**config.mk**
```make
export PLATFORM = sky130hd
export DESIGN_NAME = tscpc_core
export DESIGN_NICKNAME = d
export VERILOG_FILES = /design/src/tscpc_pkg.sv /design/src/tscpc_sync.sv /design/src/tscpc_core.sv
export VERILOG_INCLUDE_DIRS = /design/src
export SDC_FILE = /design/constraint.sdc
export NUM_CORES = 1
export LEC_CHECK = 0
export ABC_CLOCK_PERIOD_IN_PS = 4090
export BUFFER_PORTS_ARGS = -buffer_cell sky130_fd_sc_hd__buf_2
export CAP_MARGIN = 10
export CORE_UTILIZATION = 61
export CTS_CLUSTER_SIZE = 24
export DETAILED_ROUTE_END_ITERATION = 7
export PLACE_DENSITY = 0.89
export SLEW_MARGIN = 20
export SYNTH_ARGS = -nofsm -noshare
export SYNTH_HDL_FRONTEND = slang
export SYNTH_SLANG_ARGS = --single-unit
```
**constraint.sdc**
```tcl
create_clock -name CLK_SYS -period 4.09 [get_ports CLK_SYS]
set_clock_uncertainty 0.15 [all_clocks]
set_input_delay 0.6135 -clock CLK_SYS [delete_from_list [all_inputs] [get_ports CLK_SYS]]
set_output_delay 0.6135 -clock CLK_SYS [all_outputs]
set_load 0.01 [all_outputs]
```
**src/tscpc_consts.svh**
```systemverilog
// Named constants for the touch converter serial and power control block.
// Assumes inclusion by bare name from the package and the design modules.
`ifndef TSCPC_CONSTS_SVH
`define TSCPC_CONSTS_SVH

// ----------------------------------------------------------------------
// Command byte layout
// ----------------------------------------------------------------------
`define TSCPC_CMD_BITS 4'h8
`define TSCPC_CMD_START 8'h01
`define TSCPC_ACQ_CNT 4'h4
`define TSCPC_B_CH_HI 6
`define TSCPC_B_CH_LO 4
`define TSCPC_B_MODE 3
`define TSCPC_B_SER 2
`define TSCPC_B_PD1 1
`define TSCPC_B_PD0 0

// ----------------------------------------------------------------------
// Result framing
// ----------------------------------------------------------------------
`define TSCPC_RES_W 12
`define TSCPC_BITS_12 4'hc
`define TSCPC_BITS_8 4'h8
`define TSCPC_SHORT_HI 11
`define TSCPC_SHORT_LO 4
`define TSCPC_LOW_PAD 4'h0
`define TSCPC_CNT_FIRST 4'h1
`define TSCPC_CNT_ZERO 4'h0
`define TSCPC_CNT_ONE 4'h1

// ----------------------------------------------------------------------
// Reset values
// ----------------------------------------------------------------------
`define TSCPC_PIN_RST 3'h1
`define TSCPC_PD0_RST 1'b1
`define TSCPC_REF_RST 1'b0

`endif

```
**src/tscpc_pkg.sv**
```systemverilog
// Types shared by the touch converter serial and power control modules.
// Assumes the constants header sits in the same folder.
`include "tscpc_consts.svh"

package tscpc_pkg;

  // --------------------------------------------------------------------
  // Pin carrier and conversion states
  // --------------------------------------------------------------------
  typedef struct packed {
    logic din;
    logic sclk;
    logic cs_n;
  } tscpc_pins_t;

  typedef enum logic [2:0] {
    TSCPC_CV_IDLE = 3'h1,
    TSCPC_CV_BUSY = 3'h2,
    TSCPC_CV_DATA = 3'h4
  } tscpc_conv_t;

  // --------------------------------------------------------------------
  // State records
  // --------------------------------------------------------------------
  typedef struct packed {
    tscpc_pins_t s1;
    tscpc_pins_t s2;
  } tscpc_sync_t;

  typedef struct packed {
    logic prev_sclk;
    logic sel;
    logic [3:0] cmd_cnt;
    logic [7:0] cmd_sr;
    logic pend;
    logic [7:0] cmd;
    tscpc_conv_t conv;
    logic [3:0] bit_cnt;
    logic [11:0] res_sr;
    logic mode8;
    logic ser;
    logic pd0;
    logic ref_on;
    logic [2:0] chan;
    logic dout;
    logic busy;
    logic oe_n;
    logic acq;
    logic drivers;
    logic adc_pwr;
    logic abort_pd;
    logic pen_en;
  } tscpc_state_t;

endpackage : tscpc_pkg

```
**src/tscpc_sync.sv**
```systemverilog
// Two-stage synchroniser for the three serial pins.
// Assumes pins are asynchronous to CLK_SYS; only stage two leaves.
`timescale 1ns/100ps
`include "tscpc_consts.svh"

module tscpc_sync (
  // Clock and reset
  input wire logic clk,
  input wire logic rst_n,
  // Pins in and synchronised copy out
  input wire tscpc_pkg::tscpc_pins_t pins_in,
  output tscpc_pkg::tscpc_pins_t pins_out
);

  tscpc_pkg::tscpc_sync_t st_q;
  tscpc_pkg::tscpc_sync_t st_d;

  // Stage one only feeds stage two, never any logic
  always_comb begin
    st_d = st_q;
    st_d.s1 = pins_in;
    st_d.s2 = st_q.s1;
  end

  // Deselected idle level at reset keeps the core quiet
  always_ff @(posedge clk) begin
    if (!rst_n) begin
      st_q <= {`TSCPC_PIN_RST, `TSCPC_PIN_RST};
    end else begin
      st_q <= st_d;
    end
  end

  assign pins_out = st_q.s2;

endmodule : tscpc_sync

```
**src/tscpc_core.sv**
```systemverilog
// Serial framing and power sequencing of a touch panel SAR converter.
// Assumes CLK_SYS well above the serial clock; pins arrive asynchronously.
`timescale 1ns/100ps
`include "tscpc_consts.svh"

// Behaviour
// - Back-to-back conversions of 15 serial clocks are accepted by overlapping commands.
// - Results leave as unsigned straight binary, passed unaltered.
// - Short-result option ends conversion four clocks sooner with eight bits.
// - Low power bit set keeps full power; cleared powers down between conversions.
// - Single-ended reference: panel drivers on only while acquiring.
// - Differential reference: panel drivers on through acquire and convert.
// - Select rising powers down at once and drops any conversion.
// - Select rising never turns the reference off; only a command does.
// - After reset stay powered until select rises or a command clears the low power bit.
// - Command line sampled on rising serial clock edges.
// - Result line changes after falling serial clock edges.
// - Result line driven only while selected, released when deselected.
// - Busy changes after falling edges, driven only while selected.
// - Serial clock edges ignored while deselected.
// - Command bit 3 picks 12-bit when clear, 8-bit when set.
// - Power bits: 00 auto down, 01 converter only, 10 reference only, 11 all on.
// - Reference power latched from the command when busy rises.
// - Conversion ends on the falling edge that shifts out the last bit.
module tscpc_core (
  // Clock and reset
  input wire logic CLK_SYS,
  input wire logic RST_N,
  // Serial pins from the host
  input wire logic SELECT_N,
  input wire logic SERIAL_CLOCK_IN,
  input wire logic HOST_TO_DEVICE_LINE,
  // Result and busy pins, enables low while driving
  output logic DEVICE_TO_HOST_O,
  output logic DEVICE_TO_HOST_OE_N,
  output logic BUSY_O,
  output logic BUSY_OE_N,
  // Sampled code from the analog core
  input wire logic [11:0] RESULT_CODE,
  // Analog control
  output logic [2:0] CHANNEL_SEL,
  output logic SAMPLE_ACQUIRE,
  output logic PANEL_DRIVERS_ON,
  output logic ADC_POWERED,
  output logic REFERENCE_POWERED,
  output logic TOUCH_DETECT_EN
);

  tscpc_pkg::tscpc_pins_t pins_raw;
  tscpc_pkg::tscpc_pins_t pins_s;
  tscpc_pkg::tscpc_state_t q;
  tscpc_pkg::tscpc_state_t d;
  logic sel_now;
  logic rise_w;
  logic fall_w;
  logic conv_d;
  logic [3:0] nbits;
  logic [7:0] cmd_next;

  // ----------------------------------------------------------------------
  // Pin synchronisation
  // ----------------------------------------------------------------------
  assign pins_raw = '{din: HOST_TO_DEVICE_LINE, sclk: SERIAL_CLOCK_IN, cs_n: SELECT_N};

  tscpc_sync u_sync (
    .clk(CLK_SYS),
    .rst_n(RST_N),
    .pins_in(pins_raw),
    .pins_out(pins_s)
  );

  // Edges count only once select has stood a cycle; a serial clock held high
  // through reset or reselection would otherwise pose as a fresh rising edge.
  // An edge arriving together with select is dropped, so the host leaves a gap.
  assign sel_now = ~pins_s.cs_n;
  assign rise_w = sel_now & q.sel & pins_s.sclk & ~q.prev_sclk;
  assign fall_w = sel_now & q.sel & ~pins_s.sclk & q.prev_sclk;
  assign nbits = q.mode8 ? `TSCPC_BITS_8 : `TSCPC_BITS_12;
  assign cmd_next = {q.cmd_sr[6:0], pins_s.din};

  // ----------------------------------------------------------------------
  // Next state
  // ----------------------------------------------------------------------
  always_comb begin
    d = q;
    d.prev_sclk = pins_s.sclk;
    d.sel = sel_now;
    d.oe_n = ~sel_now;
    // Command receiver hunts a start bit even while a result is leaving
    if (!sel_now) begin
      d.cmd_cnt = `TSCPC_CNT_ZERO;
      d.pend = 1'b0;
    end else if (rise_w) begin
      if (q.cmd_cnt == `TSCPC_CNT_ZERO) begin
        if (pins_s.din) begin
          d.cmd_sr = `TSCPC_CMD_START;
          d.cmd_cnt = `TSCPC_CNT_FIRST;
        end
      end else if (q.cmd_cnt + `TSCPC_CNT_ONE == `TSCPC_CMD_BITS) begin
        d.cmd = cmd_next;
        d.pend = 1'b1;
        d.cmd_cnt = `TSCPC_CNT_ZERO;
      end else begin
        d.cmd_sr = cmd_next;
        d.cmd_cnt = q.cmd_cnt + `TSCPC_CNT_ONE;
      end
    end
    // Conversion sequencer on falling edges; deselect aborts the conversion and clears busy
    if (!sel_now) begin
      d.conv = tscpc_pkg::TSCPC_CV_IDLE;
      d.busy = 1'b0;
    end else if (fall_w) begin
      if (q.pend) begin
        // A fresh command preempts a tail of zeros or an old result
        d.pend = 1'b0;
        d.conv = tscpc_pkg::TSCPC_CV_BUSY;
        d.busy = 1'b1;
        d.mode8 = q.cmd[`TSCPC_B_MODE];
        d.ser = q.cmd[`TSCPC_B_SER];
        d.pd0 = q.cmd[`TSCPC_B_PD0];
        d.ref_on = q.cmd[`TSCPC_B_PD1];
        d.chan = q.cmd[`TSCPC_B_CH_HI:`TSCPC_B_CH_LO];
        if (q.cmd[`TSCPC_B_MODE]) begin
          d.res_sr = {RESULT_CODE[`TSCPC_SHORT_HI:`TSCPC_SHORT_LO], `TSCPC_LOW_PAD};
        end else begin
          d.res_sr = RESULT_CODE;
        end
      end else begin
        d.dout = q.res_sr[`TSCPC_RES_W-1];
        d.res_sr = {q.res_sr[`TSCPC_RES_W-2:0], 1'b0};
        case (q.conv)
          tscpc_pkg::TSCPC_CV_BUSY: begin
            d.busy = 1'b0;
            d.conv = tscpc_pkg::TSCPC_CV_DATA;
            d.bit_cnt = `TSCPC_CNT_FIRST;
          end
          tscpc_pkg::TSCPC_CV_DATA: begin
            d.bit_cnt = q.bit_cnt + `TSCPC_CNT_ONE;
            if (q.bit_cnt + `TSCPC_CNT_ONE == nbits) begin
              d.conv = tscpc_pkg::TSCPC_CV_IDLE;
            end
          end
          tscpc_pkg::TSCPC_CV_IDLE: begin
            d.conv = tscpc_pkg::TSCPC_CV_IDLE;
          end
          default: begin
            d.conv = tscpc_pkg::TSCPC_CV_IDLE;
          end
        endcase
      end
    end
    // Power and panel drive follow the sequencer
    conv_d = (d.conv != tscpc_pkg::TSCPC_CV_IDLE);
    if (q.sel && !sel_now) begin
      d.abort_pd = 1'b1;
    end else if (!q.sel && sel_now) begin
      d.abort_pd = 1'b0;
    end
    d.acq = sel_now && (d.cmd_cnt >= `TSCPC_ACQ_CNT || d.pend);
    d.drivers = d.acq | (conv_d & ~d.ser);
    d.adc_pwr = conv_d | (d.pd0 & ~d.abort_pd);
    d.pen_en = ~d.pd0 & ~conv_d;
  end

  // Full power until deselect or a command says otherwise
  always_ff @(posedge CLK_SYS) begin
    if (!RST_N) begin
      q <= '0;
      q.conv <= tscpc_pkg::TSCPC_CV_IDLE;
      q.oe_n <= 1'b1;
      q.pd0 <= `TSCPC_PD0_RST;
      q.ref_on <= `TSCPC_REF_RST;
      q.adc_pwr <= `TSCPC_PD0_RST;
    end else begin
      q <= d;
    end
  end

  // ----------------------------------------------------------------------
  // Outputs, all straight from state flops
  // ----------------------------------------------------------------------
  assign DEVICE_TO_HOST_O = q.dout;
  assign DEVICE_TO_HOST_OE_N = q.oe_n;
  assign BUSY_O = q.busy;
  assign BUSY_OE_N = q.oe_n;
  assign CHANNEL_SEL = q.chan;
  assign SAMPLE_ACQUIRE = q.acq;
  assign PANEL_DRIVERS_ON = q.drivers;
  assign ADC_POWERED = q.adc_pwr;
  assign REFERENCE_POWERED = q.ref_on;
  assign TOUCH_DETECT_EN = q.pen_en;
endmodule : tscpc_core

```
# After elaboration in Yosys (flattened, before gate mapping)
# Index checks and enable logic that the tools add are counted.
# totals
reg_bits	63
wordCells	103
out_inout_bits	12
in_bits	17
# classes
n_eq_ne	7
mux	29
n_addsub	2
reduce_logical	16
n_lt_le_gt_ge	1
n_bitwise	20
# op_table
op	count
$mux W12	3
$mux W28	1
$mux W21	1
$mux W9	2
$mux W4	4
$mux W7	2
$mux W3	4
$reduce_and A4 Y1	3
$not A1 Y1	10
$mux W1	9
$add A4 B1 Y4 const B	2
$and A1 B1 Y1	8
$mux W8	1
$pmux W4 S2	1
$pmux W3 S2	1
$reduce_and A3 Y1	2
$eq A4 B4 Y1	1
$eq A4 B4 Y1 const B	1
$ge A4 B3 Y1 const B	1
$logic_not A4 Y1	1
$reduce_and A2 Y1	2
$reduce_bool A2 Y1	2
$eq A3 B2 Y1 const B	1
$eq A3 B3 Y1 const B	1
other kinds (8)	11

# Depth between registers and ports, before layout
# Gate-level depths: netlist (run 1).
# logic_depth
depth_word	12
ltp_mapped	7

# Cells and area by module
# A second synthesis (run 1) with hierarchy kept.
# hier_totals
hier_cells	266
hier_area_um2	2590.0
# by_module_without_submodules
module	cells_each	instances	seq_area_each_um2	area_each_um2
tscpc_core	254	1	1081.0	2432.3
tscpc_sync	12	1	120.1	157.7

# Least setup slack after synthesis (run 1)
# No wires, ideal clock.
# synth_path
path_type	register -> register
from	reg q[51] in the netlist's numbering
to	reg q, in the netlist PANEL_DRIVERS_ON
required_time_ns	3.866
arrival_time_ns	1.514
slack_ns	2.351
synth_period_minus_slack_ns	1.739
n_path_buf	1
stages_incl_launch_ff	7
path_cell_list	dfxtp_1 ha_1 clkbuf_1 o2111ai_4 o21ai_1 a221oi_1 a31oi_1
# synth_via
elab_chain_cells	12
word_cells_on_any_way	18
# synth_lines
item	line_no	text
start: declaration	tscpc_core.sv:51	tscpc_pkg::tscpc_state_t q;
$add A4 B1 Y4 (no source line)	-	
$eq A4 B4 Y1 (no source line)	-	
$mux W9	tscpc_core.sv:99	end else if (q.cmd_cnt + `TSCPC_CNT_ONE == `TSCPC_CMD_BITS) begin
$mux W9	tscpc_core.sv:94	if (q.cmd_cnt == `TSCPC_CNT_ZERO) begin
$mux W21 *	tscpc_core.sv:93	end else if (rise_w) begin
branches (longest 4 deep; another with $ge A4 B3 Y1)	-	
$logic_or A1 B1 Y1 *	tscpc_core.sv:159	d.acq = sel_now && (d.cmd_cnt >= `TSCPC_ACQ_CNT || d.pend);
$logic_and A1 B1 Y1 *	tscpc_core.sv:159	
$or A1 B1 Y1 *	tscpc_core.sv:160	d.drivers = d.acq | (conv_d & ~d.ser);
# Mark *: on every way between the ends. The select of a mux whose other input is x is not followed.
# A chain may end at the register's enable or synchronous reset.

# Worst setup path after layout (run 1)
# layout_path
from	reg u_sync.st_q, in the netlist u_sync.pins_out[0]
to	reg q, in the netlist ADC_POWERED
# layout_via
elab_chain_cells	8
word_cells_on_any_way	15
# layout_lines
item	line_no	text
start: declaration	tscpc_sync.sv:15	tscpc_pkg::tscpc_sync_t st_q;
start signal: assignment	tscpc_sync.sv:28	st_q <= {`TSCPC_PIN_RST, `TSCPC_PIN_RST};
start signal: assignment	tscpc_sync.sv:30	st_q <= st_d;
$not A1 Y1 (no source line)	-	
$and A1 B1 Y1 (3 in series)	tscpc_core.sv:77	assign fall_w = sel_now & q.sel & ~pins_s.sclk & q.prev_sclk;
$mux W28	tscpc_core.sv:112	end else if (fall_w) begin
$mux W3 or $mux W7 (tied branches)	tscpc_core.sv:109	if (!sel_now) begin
$ne A3 B1 Y1 or $and A1 B1 Y1 (tied branches)	tscpc_core.sv:153, tscpc_core.sv:161	
$or A1 B1 Y1 *	tscpc_core.sv:161	d.adc_pwr = conv_d | (d.pd0 & ~d.abort_pd);
# Mark *: on every way between the ends. The rest lies on a longest branch, timed or not.

==> summary.txt, run 1 <==
Setup path
  – Worst path max stage delay: 0.96 ns
  – Critical Path End: ADC_POWERED
  – Crit start category: register
  – Crit path max-delay family: simple AND/OR/NAND/NOR gates
  – Reg2reg path depth: 5
  – Crit path max fanout: 28
  – Crit path cell chain: and4bb_1 > nand2_4 > or3_4 > a21oi_2 > o2111ai_1
  – RR Startpoint: u_sync.pins_out[0]
  – Worst Path Required: 4.14 ns
  – Reg2Reg Capture Point: ADC_POWERED
  – Worst EP arrival: 2.53 ns
  – Critical path endpoint category: register
  – Launch point of the worst path: u_sync.pins_out[0]
  – Crit Path Class: reg2reg
  – R2R setup slack: 1.60 ns
  – Critical path's slowest cell: and4bb_1
  – Critical path buffer and inverter count: 0
  – Critical path depth in cells: 5

Run
  – Max cap viols: 0

Clock network
  – CTS max path bufs: 2
  – Post-CTS Setup Inserts: 0
  – Clock transition at the registers of the reported paths: 0.07 ns
  – Hold buffers post-CTS: 0
  – CTS tree: built
  – Clk_lat worst skew: 0.33 ns
  – Cts bufs inserted: 9
  – Post-CTS sizing: 0
  – CTS Sinks: 60
  – Root buf cell: clkbuf_8
  – CTS H-Tree Depth: 3

Synth
  – Distinct cells, synth: 52
  – Synth Warn #: 0
  – Yosys reg bits: 60
  – Sequential-to-total area share from yosys stat: 0.471
  – Synth Cell Area: 2550 sq um
  – Async SR Flop Fraction: 0
  – Most used DFF post-synth: dfxtp_1
  – EDFF count, synth: 0
  – Post-Synthesis Net Count: 299
  – Post-Syn Instances: 279
  – Average size of a mapped cell: 9.14 sq um

Drt
  – Wire per inst: 13.6 um
  – Post-DRT Antenna Nets: 0
  – DRC: 0
  – Via density: 5.72
  – Vias: 2013
  – 1st-pass router iterations: 4
  – Routed WL: 4770 um
  – DR iter-0 viols: 120

Floorplanning
  – Initial core utilization: 0.638
  – Chip Width: 66.7 um
  – Boundary pin count: 29
  – Die H: 66.7 um
  – Core area: 4000 sq um
  – DIE AREA: 4440 sq um
  – # rows: 23

Finish
  – Antenna Diode Count: 0
  – Share of cells above drive strength 1: 0.172
  – Most frequent cells in the layout: 60 x dfxtp_1, 30 x nor2_1, 28 x buf_2
  – Layout area overhead: 10.5%
  – Fill cell count: 313
  – Layout Nets: 318
  – Commonest non-fill, non-tap cell in the layout: dfxtp_1

Timing
  – Final period util: 0.608
  – Max_slew headroom: 0.331
  – Slew Viols, Final: 0
  – Setup tns final: 0 ns
  – Final setup viols: 0
  – Count of final hold-check violations: 0
  – Fmax achieved: 402 MHz
  – Tmin final: 2.49 ns
  – Unrepaired setup endpoints after global routing: false
  – Least-Margin Pin Slew: 1.00 ns

Power
  – P_leak: 0.00110 uW
  – Design Power: 1090 uW
  – Peak VDD IR: 0.000287 V
  – Pwr/cell area: 386 nW/um^2

Global route
  – Largest net degree at the start of global routing: 38
  – GRT Total Usage: 0.238
  – Vias in the first global route: 1818
  – First-pass GRT wire length: 7820 um
  – GRT overflow: 0
  – Initial antenna violation count: 0

Outcome
  – Outcome: complete, no violations

Placed design
  – Number of buffers added on ports: 28
  – Detailed placement HPWL: 3210 um
  – Routability cong.: 0.776

Worst hold path
  – Hold depth: 1
  – Class of the worst hold path: reg2reg
-- sequential cells by signal, indices dropped and copies added (netlist names) --
signal,count
CHANNEL_SEL,3
ADC_POWERED,1
BUSY_O,1
SAMPLE_ACQUIRE,1
BUSY_OE_N,1
cmd_next,6
u_sync.st_d,3
TOUCH_DETECT_EN,1
u_sync.pins_out,3
DEVICE_TO_HOST_O,1
PANEL_DRIVERS_ON,1
q,37
REFERENCE_POWERED,1
-- worst register-to-register path: cells and delay by family (launching register included) --
kind             cells  cell delay [ns]
AND/OR/NAND/NOR      3             1.51
AO/OA/AOI/OAI        2             0.31
flip-flops           1             0.38
-- how the worst min path moves through the flow --
stage / from / to / slack, ns
2_1_floorplan: u_sync.st_d[0] / u_sync.pins_out[0] / 0.24
3_5_place_dp: u_sync.st_d[0] / u_sync.pins_out[0] / 0.28
5_1_grt: cmd_next[6] / cmd_next[6] / 0.32
3_3_place_gp: u_sync.st_d[0] / u_sync.pins_out[0] / 0.27
6_report: u_sync.st_d[0] / u_sync.pins_out[0] / 0.29
4_1_cts: u_sync.st_d[0] / u_sync.pins_out[0] / 0.30
-- cell usage after synthesis, drive strengths merged (2+ instances only) --
master	n	share of area
a211oi	8	0.024
a21oi	28	0.056
a221oi	4	0.014
a22o	2	0.0069
and2	9	0.022
and3b	2	0.0069
and4bb	2	0.0098
buf	9	0.025
clkbuf	11	0.016
dfxtp	60	0.47
ha	3	0.015
inv	7	0.010
mux2i	19	0.075
nand2	26	0.042
nand2b	5	0.012
nand3	11	0.022
nand3b	3	0.0088
nand4	5	0.012
nor2	31	0.047
nor3	6	0.012
o2111ai	2	0.014
o211ai	2	0.0078
o21a	3	0.0088
o21ai	5	0.0098
or3	2	0.0069
-- cells by family after synthesis --
| family | share of synthesized area |
|---|---|
| mux | 0.0745 |
| fa+ha+maj | 0.0186 |
| simple gates | 0.211 |
| buf+inv | 0.0510 |
| xor+xnor | 0.00687 |
| flops | 0.471 |
| compound gates | 0.167 |
-- through the flow --
| stage | instance area (sq um) | hold WS, ns | setup slack (ns) | std cells | utilization |
|---|---|---|---|---|---|
| 6_report | 2820 | 0.288 | 1.60 | 352 | 0.705 |
| 2_1_floorplan | 2550 | 0.236 | 2.35 | 279 | - |
| 5_1_grt | 2820 | 0.319 | 1.45 | 352 | 0.705 |
| 3_5_place_dp | 2650 | 0.279 | 1.64 | 337 | 0.662 |
| 4_1_cts | 2820 | 0.296 | 1.62 | 352 | 0.705 |
| 3_3_place_gp | 2650 | 0.273 | 1.68 | 337 | 0.662 |
-- layout make-up --
class                           count  area (sq um)  share of cell area
Clock inverter                      2          10.0             0.00355
Sequential cell                    60          1200               0.426
Clock buffer                       13           159              0.0564
Inverter                            7          26.3             0.00932
Timing Repair Buffer               28           140              0.0497
Tap cell                           50          62.6              0.0222
Multi-Input combinational cell    192          1220               0.433
-- where the power goes --
part	internal [uW]	total (uW)	switching [uW]
Combinational	13.7	29.7	16.0
Sequential	591	597	5.52
Clock	248	461	213
Total	853	1090	235
-- layer usage --
metal | vias to the layer above | global-route usage | part of all wire
met5 | - | 0 | 0
met4 | 0 | 0.112 | 0.022
met3 | 10 | 0.0736 | 0.031
met2 | 38 | 0.391 | 0.48
met1 | 939 | 0.280 | 0.47
li1 | 1026 | - | -
No activity file was read; power rests on OpenSTA's default activity.
==> run 2, diff against run 1 <==
--- a/config.mk
+++ b/config.mk
@@ -6,13 +6,13 @@
 export SDC_FILE = /design/constraint.sdc
 export NUM_CORES = 1
 export LEC_CHECK = 0
-export ABC_CLOCK_PERIOD_IN_PS = 4090
+export ABC_CLOCK_PERIOD_IN_PS = 2200
 export BUFFER_PORTS_ARGS = -buffer_cell sky130_fd_sc_hd__buf_2
 export CAP_MARGIN = 10
-export CORE_UTILIZATION = 61
+export CORE_UTILIZATION = 52
 export CTS_CLUSTER_SIZE = 24
 export DETAILED_ROUTE_END_ITERATION = 7
-export PLACE_DENSITY = 0.89
+export PLACE_DENSITY = 0.81
 export SLEW_MARGIN = 20
 export SYNTH_ARGS = -nofsm -noshare
 export SYNTH_HDL_FRONTEND = slang
==> constraint.sdc (replaced) <==
create_clock -name CLK_SYS -period 2.2 [get_ports CLK_SYS]
set_clock_uncertainty 0.15 [all_clocks]
set_input_delay 0.33 -clock CLK_SYS [delete_from_list [all_inputs] [get_ports CLK_SYS]]
set_output_delay 0.33 -clock CLK_SYS [all_outputs]
set_load 0.01 [all_outputs]
==> summary.txt, run 2 (same netlist as run 1, synthesis figures left out) <==
Placed design
  – Setup WS pre-CTS: 0.327 ns (-1.31 ns)
  – Detailed placement HPWL: 3460 um (+7.9%)
  – Number of buffers added on ports: 28 (unchanged)
  – Routability cong.: 0.861 (+11%)

Drt
  – Wire per inst: 14.0 um (+3.3%)
  – Vias: 2083 (+3.5%)
  – Post-DRT Antenna Nets: 0 (unchanged)
  – DRC: 0 (unchanged)
  – Via density: 5.54 (-3.1%)
  – Routed WL: 5270 um (+10%)
  – DR iter-0 viols: 141 (+18%)
  – 1st-pass router iterations: 4 (unchanged)

Clock network
  – Clock transition at the registers of the reported paths: 0.06 ns (about the same)
  – Post-CTS sizing: 0 (unchanged)
  – Clk_lat worst skew: 0.34 ns (about the same)
  – Root buf cell: clkbuf_8
  – CTS H-Tree Depth: 3 (unchanged)
  – CTS max path bufs: 2 (unchanged)
  – Cts bufs inserted: 9 (unchanged)
  – Post-CTS Setup Inserts: 0 (unchanged)
  – Hold buffers post-CTS: 0 (unchanged)
  – CTS Sinks: 60 (unchanged)
  – CTS tree: built

Floorplanning
  – Core area: 4720 sq um (+18%)
  – DIE AREA: 5190 sq um (+17%)
  – Boundary pin count: 29 (unchanged)
  – Die H: 72.0 um (+8.1%)
  – # rows: 25 (+8.7%)
  – Chip Width: 72.0 um (+8.1%)
  – Initial core utilization: 0.540 (-0.0977)

Power
  – Pwr/cell area: 745 nW/um^2 (+93%)
  – Design Power: 2180 uW (+100%)
  – Peak VDD IR: 0.000432 V (+51%)
  – P_leak: 0.00114 uW (+3.9%)

Run
  – Max cap viols: 0 (unchanged)

Setup path
  – Crit Path Class: reg2reg
  – Worst Path Required: 2.26 ns (-1.88 ns)
  – Worst EP arrival: 1.94 ns (-0.59 ns)
  – Crit path max-delay family: simple AND/OR/NAND/NOR gates
  – Worst path max stage delay: 0.41 ns (-0.55 ns)
  – Critical path endpoint category: register
  – Crit path cell chain: and4bb_1 > nand2_4 > or3_4 > a21oi_2 > o2111ai_1
  – Critical path buffer and inverter count: 0 (unchanged)
  – Critical path's slowest cell: and4bb_1
  – Crit path max fanout: 8 (-71%)
  – Crit start category: register

Timing
  – Fmax achieved: 531 MHz (+32%)
  – Final setup viols: 0 (unchanged)
  – Tmin final: 1.88 ns (-0.603 ns)
  – Count of final hold-check violations: 0 (unchanged)
  – Least-Margin Pin Slew: 0.418 ns (-0.586 ns)
  – Max_slew headroom: 0.720 (+0.390)
  – Unrepaired setup endpoints after global routing: false
  – Worst setup margin: 0.317 ns (-1.29 ns)
  – Final period util: 0.856 (+0.248)
  – Setup tns final: 0 ns (unchanged)
  – Slew Viols, Final: 0 (unchanged)

Global route
  – Initial antenna violation count: 0 (unchanged)
  – GRT Total Usage: 0.226 (-0.0121)
  – Largest net degree at the start of global routing: 37 (-2.6%)
  – First-pass GRT wire length: 8960 um (+15%)
  – GRT overflow: 0 (unchanged)
  – Vias in the first global route: 1955 (+7.5%)

Finish
  – Most frequent cells in the layout: 60 x dfxtp_1, 30 x nor2_1, 28 x buf_2
  – Layout Nets: 324 (+1.9%)
  – Largest Register: q
  – Max reg flops: 37 (unchanged)
  – Layout area overhead: 14.4%
  – Final Core Density: 0.618 (-0.0867)
  – Commonest non-fill, non-tap cell in the layout: dfxtp_1
  – Antenna Diode Count: 0 (unchanged)
  – Share of cells above drive strength 1: 0.194 (+0.0220)

Worst hold path
  – Class of the worst hold path: in2reg

Outcome
  – Outcome: complete, no violations
run 2: worst reg2reg max path: cells and delay by family (launching register included):
family             cells  cell delay, ns
and+or+nand+nor        3            0.90
DFF                    1            0.38
AOI/OAI and AO/OA      2            0.32
run 2: through the flow:
step           cell area [sq um]  instances  hold WS (ns)
3_3_place_gp                2720        360         0.261
5_1_grt                     2920        376        0.0334
2_1_floorplan               2550        279         0.236
6_report                    2920        376        0.0267
4_1_cts                     2920        376        0.0110
3_5_place_dp                2720        360         0.254
run 2: where the power goes:
group	switching, uW	internal, uW	total, uW
registers	10.3	1100	1110
clock network	427	581	1010
logic	31.5	27.2	58.7
run 2: per-layer routing:
layer	GRT usage	vias up	routed length, um
met5	0	-	0
met4	0.109	0	65
met3	0.0625	7	189
met2	0.363	36	2600
met1	0.281	1001	2420
li1	-	1039	-
run 2: final cells by class:
type / count / area, sq um
multi-input cells: 192 / 1220
inverters: 7 / 26.3
clock buffers: 12 / 155
clock inverters: 4 / 47.5
fillers: 418 / 1800
repair buffers: 34 / 185
flip-flops and latches: 60 / 1200
well taps: 67 / 83.8
run 2: worst paths after layout:
kind / startpoint / endpoint / slack [ns] / depth (start not counted)
max: u_sync.pins_out[0] / ADC_POWERED / 0.32 / 5
max reg2reg: u_sync.pins_out[0] / ADC_POWERED / 0.32 / 5
min: SELECT_N / u_sync.st_d[0] / 0.03 / 2
min reg2reg: u_sync.st_d[0] / u_sync.pins_out[0] / 0.25 / 1
